## src/logic/plrtc_pkg.sv

```systemverilog
// Constants for the PLL counter reset and tri-state control block
package plrtc_pkg;
  localparam int          WORD_W      = 24;
  localparam int          ADDR_W      = 4;
  localparam logic [3:0]  ADDR_SLIP   = 4'hD;
  localparam logic [3:0]  ADDR_CTRL   = 4'hF;
  localparam int          SLIP_MSB    = 23;
  localparam int          SLIP_LSB    = 22;
  localparam int          BIT_PRESC   = 4;
  localparam int          BIT_AUX_RST = 5;
  localparam int          BIT_MAIN_RST = 6;
  localparam int          BIT_MAIN_HIZ = 7;
  localparam int          BIT_AUX_HIZ = 8;
  localparam logic [1:0]  SLIP_RST    = 2'h0;
  localparam logic [4:0]  CTRL_RST    = 5'h00;
  localparam logic [2:0]  SHIFT_OFF   = 3'h0;
  localparam logic [2:0]  SHIFT_HALF  = 3'h1;
  localparam logic [2:0]  SHIFT_QUART = 3'h2;
  localparam logic [2:0]  SHIFT_SIXT  = 3'h4;
  localparam logic [1:0]  LD_DIV_LAST = 2'h3;
  localparam int          PWRUP_CYC   = 8;
endpackage

```

## src/logic/plrtc_ctrl.sv

```systemverilog
// Serial control decode for PLL counter reset and charge-pump tri-state
//
// Contract
// - Decode slip-reduction selector to sample factor
// - Prescale divides main lock-detect rate by four
// - Aux reset bit resets counters, tri-states pump
// - Main reset bit resets counters, tri-states pump
// - Power-up always applies a counter reset
// - Main tri-state bit floats pump, counters run
// - Aux tri-state bit floats pump, counters run
`timescale 1ns/100ps
module plrtc_ctrl
  import plrtc_pkg::*;
#(
  parameter int PWRUP_CYCLES = PWRUP_CYC
) (
  input  wire logic       i_clk,           // 40 MHz clock
  input  wire logic       i_rst,           // Async reset, high
  input  wire logic       i_ser_clk,       // Serial clock pin
  input  wire logic       i_ser_data,      // Serial data pin
  input  wire logic       i_ser_latch,     // Serial latch enable pin
  input  wire logic       i_chip_en,       // Chip enable pin
  input  wire logic       i_sw_pwr_up,     // Software power-up pulse
  input  wire logic       i_main_cmp,      // Main comparison clock
  input  wire logic       i_aux_cmp,       // Aux comparison clock
  output logic            o_slip_en,       // Slip reduction enabled
  output logic [2:0]      o_slip_shift,    // Factor is 1/2**shift
  output logic            o_main_cnt_rst,  // Main N/R counter reset
  output logic            o_aux_cnt_rst,   // Aux N/R counter reset
  output logic            o_main_cp_hiz,   // Main pump high-z
  output logic            o_aux_cp_hiz,    // Aux pump high-z
  output logic            o_main_ld_tick,  // Main lock-detect event
  output logic            o_aux_ld_tick    // Aux lock-detect event
);

  ////////////////////////////////////////////////////////////////////////
  typedef struct packed {
    logic [2:0]        sck;
    logic [1:0]        sda;
    logic [2:0]        sle;
    logic [2:0]        sce;
    logic [2:0]        mcp;
    logic [2:0]        acp;
    logic [WORD_W-1:0] shift;
    logic [1:0]        slip_sel;
    logic [4:0]        ctl;
    logic [1:0]        div;
    logic [3:0]        por;
    logic              slip_en;
    logic [2:0]        slip_shift;
    logic              main_rst;
    logic              aux_rst;
    logic              main_hiz;
    logic              aux_hiz;
    logic              main_tick;
    logic              aux_tick;
  } plrtc_state_t;

  localparam logic [3:0] POR_LOAD = 4'(PWRUP_CYCLES);

  plrtc_state_t st_reg;
  plrtc_state_t st_next;
  logic         sck_rise;
  logic         le_rise;
  logic         pwr_up;
  logic         m_edge;
  logic         a_edge;

  assign sck_rise = st_reg.sck[1] & ~st_reg.sck[2];
  assign le_rise  = st_reg.sle[1] & ~st_reg.sle[2];
  assign pwr_up   = (st_reg.sce[1] & ~st_reg.sce[2]) | i_sw_pwr_up;
  assign m_edge   = st_reg.mcp[1] & ~st_reg.mcp[2];
  assign a_edge   = st_reg.acp[1] & ~st_reg.acp[2];

  function automatic logic [2:0] slip_decode(input logic [1:0] sel);
    case (sel)
      2'h0:    slip_decode = SHIFT_OFF;
      2'h1:    slip_decode = SHIFT_HALF;
      2'h2:    slip_decode = SHIFT_QUART;
      default: slip_decode = SHIFT_SIXT;
    endcase
  endfunction

  ////////////////////////////////////////////////////////////////////////
  always_comb begin
    logic por_busy;
    por_busy = 1'b0;
    st_next = st_reg;
    // Pin synchronisers, stage 0 feeds only stage 1
    st_next.sck = {st_reg.sck[1:0], i_ser_clk};
    st_next.sda = {st_reg.sda[0], i_ser_data};
    st_next.sle = {st_reg.sle[1:0], i_ser_latch};
    st_next.sce = {st_reg.sce[1:0], i_chip_en};
    st_next.mcp = {st_reg.mcp[1:0], i_main_cmp};
    st_next.acp = {st_reg.acp[1:0], i_aux_cmp};
    if (sck_rise) begin
      st_next.shift = {st_reg.shift[WORD_W-2:0], st_reg.sda[1]};
    end
    if (le_rise) begin
      if (st_reg.shift[ADDR_W-1:0] == ADDR_SLIP) begin
        st_next.slip_sel = st_reg.shift[SLIP_MSB:SLIP_LSB];
      end
      if (st_reg.shift[ADDR_W-1:0] == ADDR_CTRL) begin
        st_next.ctl = st_reg.shift[BIT_AUX_HIZ:BIT_PRESC];
      end
    end
    // Power-up counter reset window
    if (pwr_up) begin
      st_next.por = POR_LOAD;
    end else if (st_reg.por != 4'h0) begin
      st_next.por = st_reg.por - 4'h1;
    end
    por_busy = (st_reg.por != 4'h0) | pwr_up;
    st_next.slip_en    = (st_reg.slip_sel != 2'h0);
    st_next.slip_shift = slip_decode(st_reg.slip_sel);
    st_next.main_rst  = st_reg.ctl[2] | por_busy;
    st_next.aux_rst   = st_reg.ctl[1] | por_busy;
    st_next.main_hiz  = st_reg.ctl[2] | st_reg.ctl[3];
    st_next.aux_hiz   = st_reg.ctl[1] | st_reg.ctl[4];
    // Lock-detect rate: main may be divided, aux never
    st_next.main_tick = 1'b0;
    if (m_edge) begin
      st_next.div = st_reg.div + 2'h1;
      st_next.main_tick = ~st_reg.ctl[0] | (st_reg.div == LD_DIV_LAST);
    end
    st_next.aux_tick = a_edge;
  end

  always_ff @(posedge i_clk or posedge i_rst) begin
    if (i_rst) begin
      st_reg           <= '0;
      st_reg.slip_sel  <= SLIP_RST;
      st_reg.ctl       <= CTRL_RST;
      st_reg.por       <= POR_LOAD;
      st_reg.main_rst  <= 1'b1;
      st_reg.aux_rst   <= 1'b1;
    end else begin
      st_reg <= st_next;
    end
  end

  assign o_slip_en      = st_reg.slip_en;
  assign o_slip_shift   = st_reg.slip_shift;
  assign o_main_cnt_rst = st_reg.main_rst;
  assign o_aux_cnt_rst  = st_reg.aux_rst;
  assign o_main_cp_hiz  = st_reg.main_hiz;
  assign o_aux_cp_hiz   = st_reg.aux_hiz;
  assign o_main_ld_tick = st_reg.main_tick;
  assign o_aux_ld_tick  = st_reg.aux_tick;

  ////////////////////////////////////////////////////////////////////////
  slip_map_a: assert property (@(posedge i_clk) disable iff (i_rst)
    st_reg.slip_sel == 2'h3 |=> o_slip_en && o_slip_shift == SHIFT_SIXT)
    else $error("slip selector 3 not decoded to 1/16");

  slip_off_a: assert property (@(posedge i_clk) disable iff (i_rst)
    st_reg.slip_sel == 2'h0 |=> !o_slip_en && o_slip_shift == SHIFT_OFF)
    else $error("slip selector 0 not disabled");

  slip_half_a: assert property (@(posedge i_clk) disable iff (i_rst)
    st_reg.slip_sel == 2'h1 |=> o_slip_en && o_slip_shift == SHIFT_HALF)
    else $error("slip selector 1 not decoded to 1/2");

  slip_quart_a: assert property (@(posedge i_clk) disable iff (i_rst)
    st_reg.slip_sel == 2'h2 |=> o_slip_en && o_slip_shift == SHIFT_QUART)
    else $error("slip selector 2 not decoded to 1/4");

  ld_prescale_a: assert property (@(posedge i_clk) disable iff (i_rst)
    m_edge && st_reg.ctl[0] && st_reg.div != LD_DIV_LAST
    |=> !o_main_ld_tick)
    else $error("main lock-detect tick not divided");

  aux_undiv_a: assert property (@(posedge i_clk) disable iff (i_rst)
    a_edge |=> o_aux_ld_tick)
    else $error("aux lock-detect tick missed");

  aux_reset_a: assert property (@(posedge i_clk) disable iff (i_rst)
    st_reg.ctl[1] |=> o_aux_cnt_rst && o_aux_cp_hiz)
    else $error("aux reset bit not applied");

  main_reset_a: assert property (@(posedge i_clk) disable iff (i_rst)
    st_reg.ctl[2] |=> o_main_cnt_rst && o_main_cp_hiz)
    else $error("main reset bit not applied");

  pwrup_reset_a: assert property (@(posedge i_clk) disable iff (i_rst)
    pwr_up |=> (o_main_cnt_rst && o_aux_cnt_rst) [*2])
    else $error("power-up counter reset missing");

  main_hiz_a: assert property (@(posedge i_clk) disable iff (i_rst)
    st_reg.ctl[3] && !st_reg.ctl[2] && st_reg.por == 4'h0 && !pwr_up
    |=> o_main_cp_hiz && !o_main_cnt_rst)
    else $error("main tri-state wrong");

  aux_hiz_a: assert property (@(posedge i_clk) disable iff (i_rst)
    st_reg.ctl[4] && !st_reg.ctl[1] && st_reg.por == 4'h0 && !pwr_up
    |=> o_aux_cp_hiz && !o_aux_cnt_rst)
    else $error("aux tri-state wrong");

  pump_drive_a: assert property (@(posedge i_clk) disable iff (i_rst)
    !st_reg.ctl[2] && !st_reg.ctl[3] |=> !o_main_cp_hiz)
    else $error("main pump floats without cause");

  aux_drive_a: assert property (@(posedge i_clk) disable iff (i_rst)
    !st_reg.ctl[1] && !st_reg.ctl[4] |=> !o_aux_cp_hiz)
    else $error("aux pump floats without cause");

  cnt_release_a: assert property (@(posedge i_clk) disable iff (i_rst)
    !st_reg.ctl[2] && st_reg.por == 4'h0 && !pwr_up |=> !o_main_cnt_rst)
    else $error("main counters held without cause");

  ld_direct_a: assert property (@(posedge i_clk) disable iff (i_rst)
    m_edge && !st_reg.ctl[0] |=> o_main_ld_tick)
    else $error("undivided main lock-detect tick missed");

  ld_fourth_a: assert property (@(posedge i_clk) disable iff (i_rst)
    m_edge && st_reg.ctl[0] && st_reg.div == LD_DIV_LAST |=> o_main_ld_tick)
    else $error("fourth main lock-detect tick missed");

  ld_quiet_a: assert property (@(posedge i_clk) disable iff (i_rst)
    !m_edge |=> !o_main_ld_tick)
    else $error("main lock-detect tick without edge");

endmodule

```

## config.mk

```make
export PLATFORM = sky130hd
export DESIGN_NAME = plrtc_ctrl
export DESIGN_NICKNAME = d
export VERILOG_FILES = /design/src/logic/plrtc_pkg.sv /design/src/logic/plrtc_ctrl.sv
export SDC_FILE = /design/constraint.sdc
export NUM_CORES = 1
export LEC_CHECK = 0
export BUFFER_PORTS_ARGS = -buffer_cell sky130_fd_sc_hd__buf_2
export CORE_MARGIN = 5
export CORE_UTILIZATION = 45
export CTS_BUF_LIST = sky130_fd_sc_hd__clkbuf_8 sky130_fd_sc_hd__clkbuf_16
export DETAILED_ROUTE_END_ITERATION = 10
export SYNTH_ARGS = -nofsm -noshare
export SYNTH_HDL_FRONTEND = slang
export SYNTH_SLANG_ARGS = --single-unit
```

## constraint.sdc

```tcl
create_clock -name i_clk -period 2.4 [get_ports i_clk]
set_clock_uncertainty 0.15 [all_clocks]
set_input_delay 0.24 -clock i_clk [delete_from_list [all_inputs] [get_ports i_clk]]
set_output_delay 0.24 -clock i_clk [all_outputs]
set_load 0.01 [all_outputs]
```

# Word level (Yosys, flattened, before mapping)
# Index checks and enable logic that the tools add are counted.
# totals
inputBits	9
wordCells	54
regBits	64
output_inout_bits	10
# op_classes
muxes	4
bitwise_logic	18
reduce_logical	6
eq_ne	5
addsub	2
# op_table
cell	count
$pmux W3 S3	1
$eq A4 B4 Y1 const B	2
$mux W4	2
$or A1 B1 Y1	7
$not A1 Y1	6
$and A1 B1 Y1	5
$eq A2 B2 Y1 const B	2
$reduce_and A2 Y1	2
$reduce_bool A2 Y1	2
$reduce_bool A4 Y1	1
$sub A4 B1 Y4 const B	1
$add A2 B1 Y2 const B	1
$eq A2 B1 Y1 const B	1
$logic_not A2 Y1	1
$mux W1	1

# Logic depth before layout (Yosys ltp)
# Gate-level depths: netlist of run 1.
# logic_depth
ltp_word	5
depth_mapped	6
mapped_depth_nobuf	5

# Least setup slack after synthesis of run 1
# OpenSTA, ideal clock, no wires.
# synth_timing
path_kind	flip-flop to flip-flop
startpoint	reg st_reg[10] (netlist name)
endpoint	reg st_reg, in the netlist o_aux_cnt_rst
setup_time_ns	0.088
path_slack_ns	0.803
synth_period_minus_slack_ns	1.597
path_buffers	1
t_arrival_ns	1.359
t_required_ns	2.162
stages_incl_launch_ff	6
cell_sequence	dfrtp_1 > inv_1 > ha_1 > or3b_1 > clkbuf_2 > or3_1
# synth_lines
element	line	rtl
from (decl)	plrtc_ctrl.sv:61	plrtc_state_t st_reg;
from (signal assigned)	plrtc_ctrl.sv:138	st_reg <= st_next;

==> results.yml, run 1 <==
clock_tree:
  root_buffer: "clkbuf_8"
  h-tree-depth: 3
  cts_tree: "built"
  cts_resized: 0
  clkSlewWorstSetupHoldPaths_ns: 0.07
  cts_made_buffers: 9
  postCtsSetupBuffers: 0
  cts_sinks: 64
  clock_latency_ns: 0.33
  cts_buffer_depth: 2
  cts-hold-fix-buffers: 7
detailed_routing:
  routedWlPerCell_microns: 12.8
  wl_met1_microns: 1350
  drc: 0
  wl_met2_microns: 1540
  maxUsedRoutingLayer: "met4"
  wl_microns: 3120
  vias: 1119
  viasPerCell: 4.59
  drtPass1Iterations: 4
  antenna_left: 0
  drt_iter0_drc: 35
  wl_met3_microns: 139
yosys:
  yosys.area.top_type: "dfrtp_1"
  synth_edf_count: 0
  yosysUniqueCellTypes: 27
  synth_seq_cells: 64
  ys.flop_type: "dfrtp_1"
  syn_avg_cell_area_sq_um: 16.0
  ys_warn_count: 0
  syn-num-nets: 153
  ys_top_cells_by_area: "dfrtp_1, mux2_2, dfstp_2, ha_1, buf_4"
  ys_seq_area_share_pct: 71.2
  synthCells: 141
  synth_top_area_share_pct: 67.7
  synth_area_sq_um: 2260
  async_reset_ff_share_pct: 100
grt:
  grt_max_degree: 40
  grt_pass1_vias: 1246
  grt-ovfl-total: 0
  antenna_found_initial: 0
  grt_pass1_wl_microns: 5560
  grt_usage_pct: 11.5
placement:
  hpwl_microns: 2040
  portBuffers: 18
  place_area_sq_um: 2410
  place_congestion: 0.671
sta:
  setup_tns_ns: 0
  hold_viol: 0
  slew_violations: 0
  fmax_mhz: 580
  slew_headroom_pct: 63.3
  rsz0062_at_grt: "no"
  setup_viol: 0
  fin_crit_ns: 1.72
  period_share_pct: 71.8
  worst_pin_slew_ns: 0.549
floorplanning:
  start_util_pct: 47.1
  die_h_microns: 80.8
  die_w_microns: 80.8
  fp-row-count: 25
  core-area_sq_um: 4790
  die_area_sq_um: 6530
  num_io_pins: 19
final_layout:
  fin_nets: 184
  syn_to_final_growth_pct: 19.8
  multiInputGateArea_sq_um: 589
  design_area_sq_um: 2700
  final_layout_size_suffix_gt1_share_pct: 42.9
  n_antenna_cell: 0
  largest_register_ffs: 43
  ff_latch_area_sq_um: 1610
  layout_common_cells: "dfrtp_1, mux2_2, buf_2"
  layout_commonest_cell: "dfrtp_1"
  num-fill-cells: 388
critical_path:
  endpoint_kind: "flop"
  worstPathMaxFanout: 6
  cp-start-kind: "flop"
  crit_arrival_ns: 1.82
  cp.required_ns: 2.50
  worstSetupPathType: "reg -> reg"
min_path:
  worstHoldPathType: "in -> reg"
pwr:
  total_power_uw: 2750
  p_leak_uw: 0.00133
  vdd_drop_max_mv: 0.669
  p_per_area_nw_per_um2: 1020
outcome:
  status: "completed"
flow_run:
  maxCapViolCount: 0
[worst max-delay path: stages, from the launching register on]
cell	delay, ns
dfrtp_1	0.42
inv_1	0.09
ha_1	0.18
or3b_1	0.46
or3_1	0.34
[power breakdown]
part | switching [uW] | internal [uW] | leakage [uW]
Sequential | 123 | 1300 | 0.000807
Combinational | 143 | 220 | 0.000403
Clock | 376 | 588 | 0.000117
Total | 643 | 2110 | 0.00133
[synth_stat cells, types with 2 or more instances]
cell	count
nor2_1	4
dfrtp_1	61
dfstp_2	3
xnor2_1	2
or3_1	2
nand2b_1	3
inv_1	5
buf_2	3
ha_1	3
buf_4	3
mux2_2	32
nor2b_1	3
or2_2	3
[layout make-up]
cell class              instances  share of cell area [%]
multi-input cells              65                    21.8
flip-flops and latches         64                    59.4
inverters                       5                   0.694
repair buffers                 27                    6.94
clock inverters                 3                    1.44
well taps                      67                    3.10
clock buffers                  13                    6.62
[path summary, 6_finish.rpt]
path / depth (start not counted) / from / to / slack (ns)
worst min register to register: 0 / st_next[62]$_DFF_PP0_ / st_next[63]$_DFF_PP0_ / 0.20
max in group asynchronous: 4 / i_rst / o_main_cnt_rst$_DFF_PP1_ / 1.09
worst min-delay path: 3 / i_sw_pwr_up / st_reg[10]$_DFFE_PP0P_ / 0.11
min in group asynchronous: 3 / i_rst / o_slip_shift[1]$_DFF_PP0_ / 0.36
worst max-delay path: 4 / st_reg[10]$_DFFE_PP0P_ / o_main_cnt_rst$_DFF_PP1_ / 0.68
worst max register to register: 4 / st_reg[10]$_DFFE_PP0P_ / o_main_cnt_rst$_DFF_PP1_ / 0.68
[through the flow]
step	setup slack [ns]	hold WS, ns	util, %	instances
after floorplan	0.417	0.121	-	141
after global placement	0.803	0.160	50.5	221
after detailed placement	0.678	0.171	50.5	221
after CTS	0.662	0.101	56.5	244
after global routing	0.607	0.117	56.5	244
final	0.677	0.108	56.5	244
[routing by layer]
layer / track usage [%] / up-vias
met5: 0 / -
met4: 8.11 / 0
met3: 3.33 / 8
met2: 18.2 / 21
met1: 13.5 / 556
li1: - / 534
[kinds of logic (layout without fill, tap and decap cells)]
kind of cell               after synthesis  after routing  synth area share (%)
AOI/OAI and AO/OA                        4              4                  1.28
and+or+nand+nor                         23             23                  6.05
buffers and inverters                   12             48                  2.72
DFF                                     64             64                  71.2
adders and majority gates                3              3                  1.66
muxes                                   32             32                  16.0
xor gates and xnor gates                 3              3                  1.16
No activity file was read; power rests on OpenSTA's default activity.
==> run 2, diff against run 1 <==
--- a/config.mk
+++ b/config.mk
@@ -10,6 +10,7 @@
 export CORE_UTILIZATION = 45
 export CTS_BUF_LIST = sky130_fd_sc_hd__clkbuf_8 sky130_fd_sc_hd__clkbuf_16
 export DETAILED_ROUTE_END_ITERATION = 10
+export PLACE_DENSITY = 0.65
 export SYNTH_ARGS = -nofsm -noshare
 export SYNTH_HDL_FRONTEND = slang
 export SYNTH_SLANG_ARGS = --single-unit
==> constraint.sdc (replaced) <==
create_clock -name i_clk -period 1.49 [get_ports i_clk]
set_clock_uncertainty 0.15 [all_clocks]
set_input_delay 0.149 -clock i_clk [delete_from_list [all_inputs] [get_ports i_clk]]
set_output_delay 0.149 -clock i_clk [all_outputs]
set_load 0.01 [all_outputs]
==> results.yml, run 2 (synthesized netlist as in run 1, its figures left out) <==
sta:
  rsz0062_at_grt: "yes"
  setup_tns_ns: -0.251
  fin_hold_ws_ns: 0.0407
  fin_crit_ns: 1.58
  worst_pin_slew_ns: 0.423
  setup_viol: 5
  fin_ws_ns: -0.0902
  period_share_pct: 106
  slew_violations: 0
  fmax_mhz: 633
  hold_viol: 0
  slew_headroom_pct: 71.8
final_layout:
  largest_register_ffs: 43
  n_antenna_cell: 0
  layout_commonest_cell: "dfrtp_1"
  final_util_pct: 58.4
  num-fill-cells: 385
  syn_to_final_growth_pct: 24.0
  final_layout_size_suffix_gt1_share_pct: 47.8
  layout_common_cells: "dfrtp_1, mux2_2, buf_2"
  fin_nets: 191
floorplanning:
  core-area_sq_um: 4790
  start_util_pct: 47.1
  num_io_pins: 19
  fp-row-count: 25
  die_w_microns: 80.8
  die_area_sq_um: 6530
  die_h_microns: 80.8
grt:
  grt_usage_pct: 11.7
  grt_pass1_wl_microns: 5600
  grt.met3_usage_pct: 3.66
  grt-ovfl-total: 0
  antenna_found_initial: 0
  grt_use_met1_pct: 13.5
  grtUsageMet2_pct: 18.5
  grt_busiest_layer: "met2"
  grt_max_degree: 28
  grt_pass1_vias: 1271
critical_path:
  worstSetupPathType: "reg -> reg"
  endpoint_kind: "flop"
  timing.rr.start: "st_reg[11]$_DFFE_PP0P_"
  crit_arrival_ns: 1.68
  worstPathMaxFanout: 6
  cp-start-kind: "flop"
  rrSetupSlack_ns: -0.09
  regToRegEndpoint: "o_aux_cnt_rst$_DFF_PP1_"
  reg2reg_depth: 4
  cp.required_ns: 1.59
detailed_routing:
  vias: 1197
  antenna_left: 0
  drtPass1Iterations: 4
  viasPerCell: 4.77
  routedWlPerCell_microns: 12.6
  wl_microns: 3160
  drt_iter0_drc: 74
  drc: 0
min_path:
  whs_endpoint: "st_reg[11]$_DFFE_PP0P_"
  hold_depth: 3
  holdCritStartpoint: "i_sw_pwr_up"
  worstHoldPathType: "in -> reg"
pwr:
  switching_share_pct: 24.0
  intPower_uw: 3370
  p_per_area_nw_per_um2: 1590
  p_leak_uw: 0.00135
  p_comb_share_pct: 15.2
  vdd_drop_max_mv: 0.966
  power.switching_uw: 1070
  pwr-share-clk_pct: 33.2
  seq_power_share_pct: 51.6
clock_tree:
  cts_made_buffers: 9
  clkSlewWorstSetupHoldPaths_ns: 0.07
  cts_buffer_depth: 2
  cts_sinks: 64
  root_buffer: "clkbuf_8"
  h-tree-depth: 3
  clock_latency_ns: 0.33
  cts_tree: "built"
flow_run:
  maxCapViolCount: 0
placement:
  pre_cts_ws_ns: -0.200
  portBuffers: 18
  place_congestion: 0.702
  hpwl_microns: 2100
outcome:
  violations: "setup timing"
  status: "complete, but fails checks"
==> run 2: cell types whose count changed in the layout (fill, tap and decap cells not counted), sizes merged <==
cell	delta
clkbuf	-2
clkinv	+1
inv	-2
clkinvlp	+3
buf	+7
==> run 2: stage by stage <==
stage,cell area [sq um],total power [uW],instances
after global placement,2470,2870,225
after global routing,2800,4700,251
after CTS,2780,4490,250
final,2800,4440,251
after floorplan,2260,2720,141
after detailed placement,2470,2930,225
==> run 2: metal layers <==
| layer | wire [microns] | part of all wire [%] | vias up |
|---|---|---|---|
| met4 | 82 | 2.6 | 0 |
| li1 | - | - | 547 |
| met1 | 1320 | 42 | 619 |
| met2 | 1630 | 52 | 23 |
| met3 | 125 | 4.0 | 8 |
| met5 | 0 | 0 | - |
==> run 2: cell type report <==
class / instances / area [sq um] / share of cell area, %
clock buffer: 11 / 151 / 5.41
clock inverter: 5 / 55.1 / 1.97
inverter: 5 / 22.5 / 0.805
multi-input combinational: 65 / 613 / 21.9
sequential: 64 / 1610 / 57.4
tap: 67 / 83.8 / 3.00
timing repair buffer: 34 / 265 / 9.49
==> run 2: timing repair <==
item	CTS	global route
pin swaps	1	0
endpoints found under the setup margin	5	9
setup buffers	2	1
gates resized for setup	6	1
endpoints found under the hold margin	56	0
hold buffers	7	0
==> run 2: worst max-delay path by stage <==
stage | startpoint | to | slack, ns | cells past startpoint
after floorplan | st_reg[10]$_DFFE_PP0P_ | o_aux_cnt_rst$_DFF_PP1_ | -0.11 | 5
after global placement | st_reg[11]$_DFFE_PP0P_ | o_main_cnt_rst$_DFF_PP1_ | -0.08 | 4
after detailed placement | st_reg[11]$_DFFE_PP0P_ | o_aux_cnt_rst$_DFF_PP1_ | -0.20 | 4
after CTS | st_reg[11]$_DFFE_PP0P_ | o_aux_cnt_rst$_DFF_PP1_ | -0.08 | 4
after global routing | st_reg[11]$_DFFE_PP0P_ | o_main_cnt_rst$_DFF_PP1_ | -0.13 | 4
final | st_reg[11]$_DFFE_PP0P_ | o_aux_cnt_rst$_DFF_PP1_ | -0.09 | 4
==> run 2: worst max-delay path, cell delays in order (launching register included) <==
cell and delay, ns:
dfrtp_1 0.40, inv_2 0.09, ha_4 0.14, or3b_4 0.41, or3_1 0.32
==> run 2: power by group through the flow <==
stage	Sequential, uW	Combinational [uW]	Clock (uW)
after floorplan	2270	449	0
after global placement	2300	566	0
after detailed placement	2320	613	0
after CTS	2290	675	1520
after global routing	2340	753	1600
final	2290	673	1470
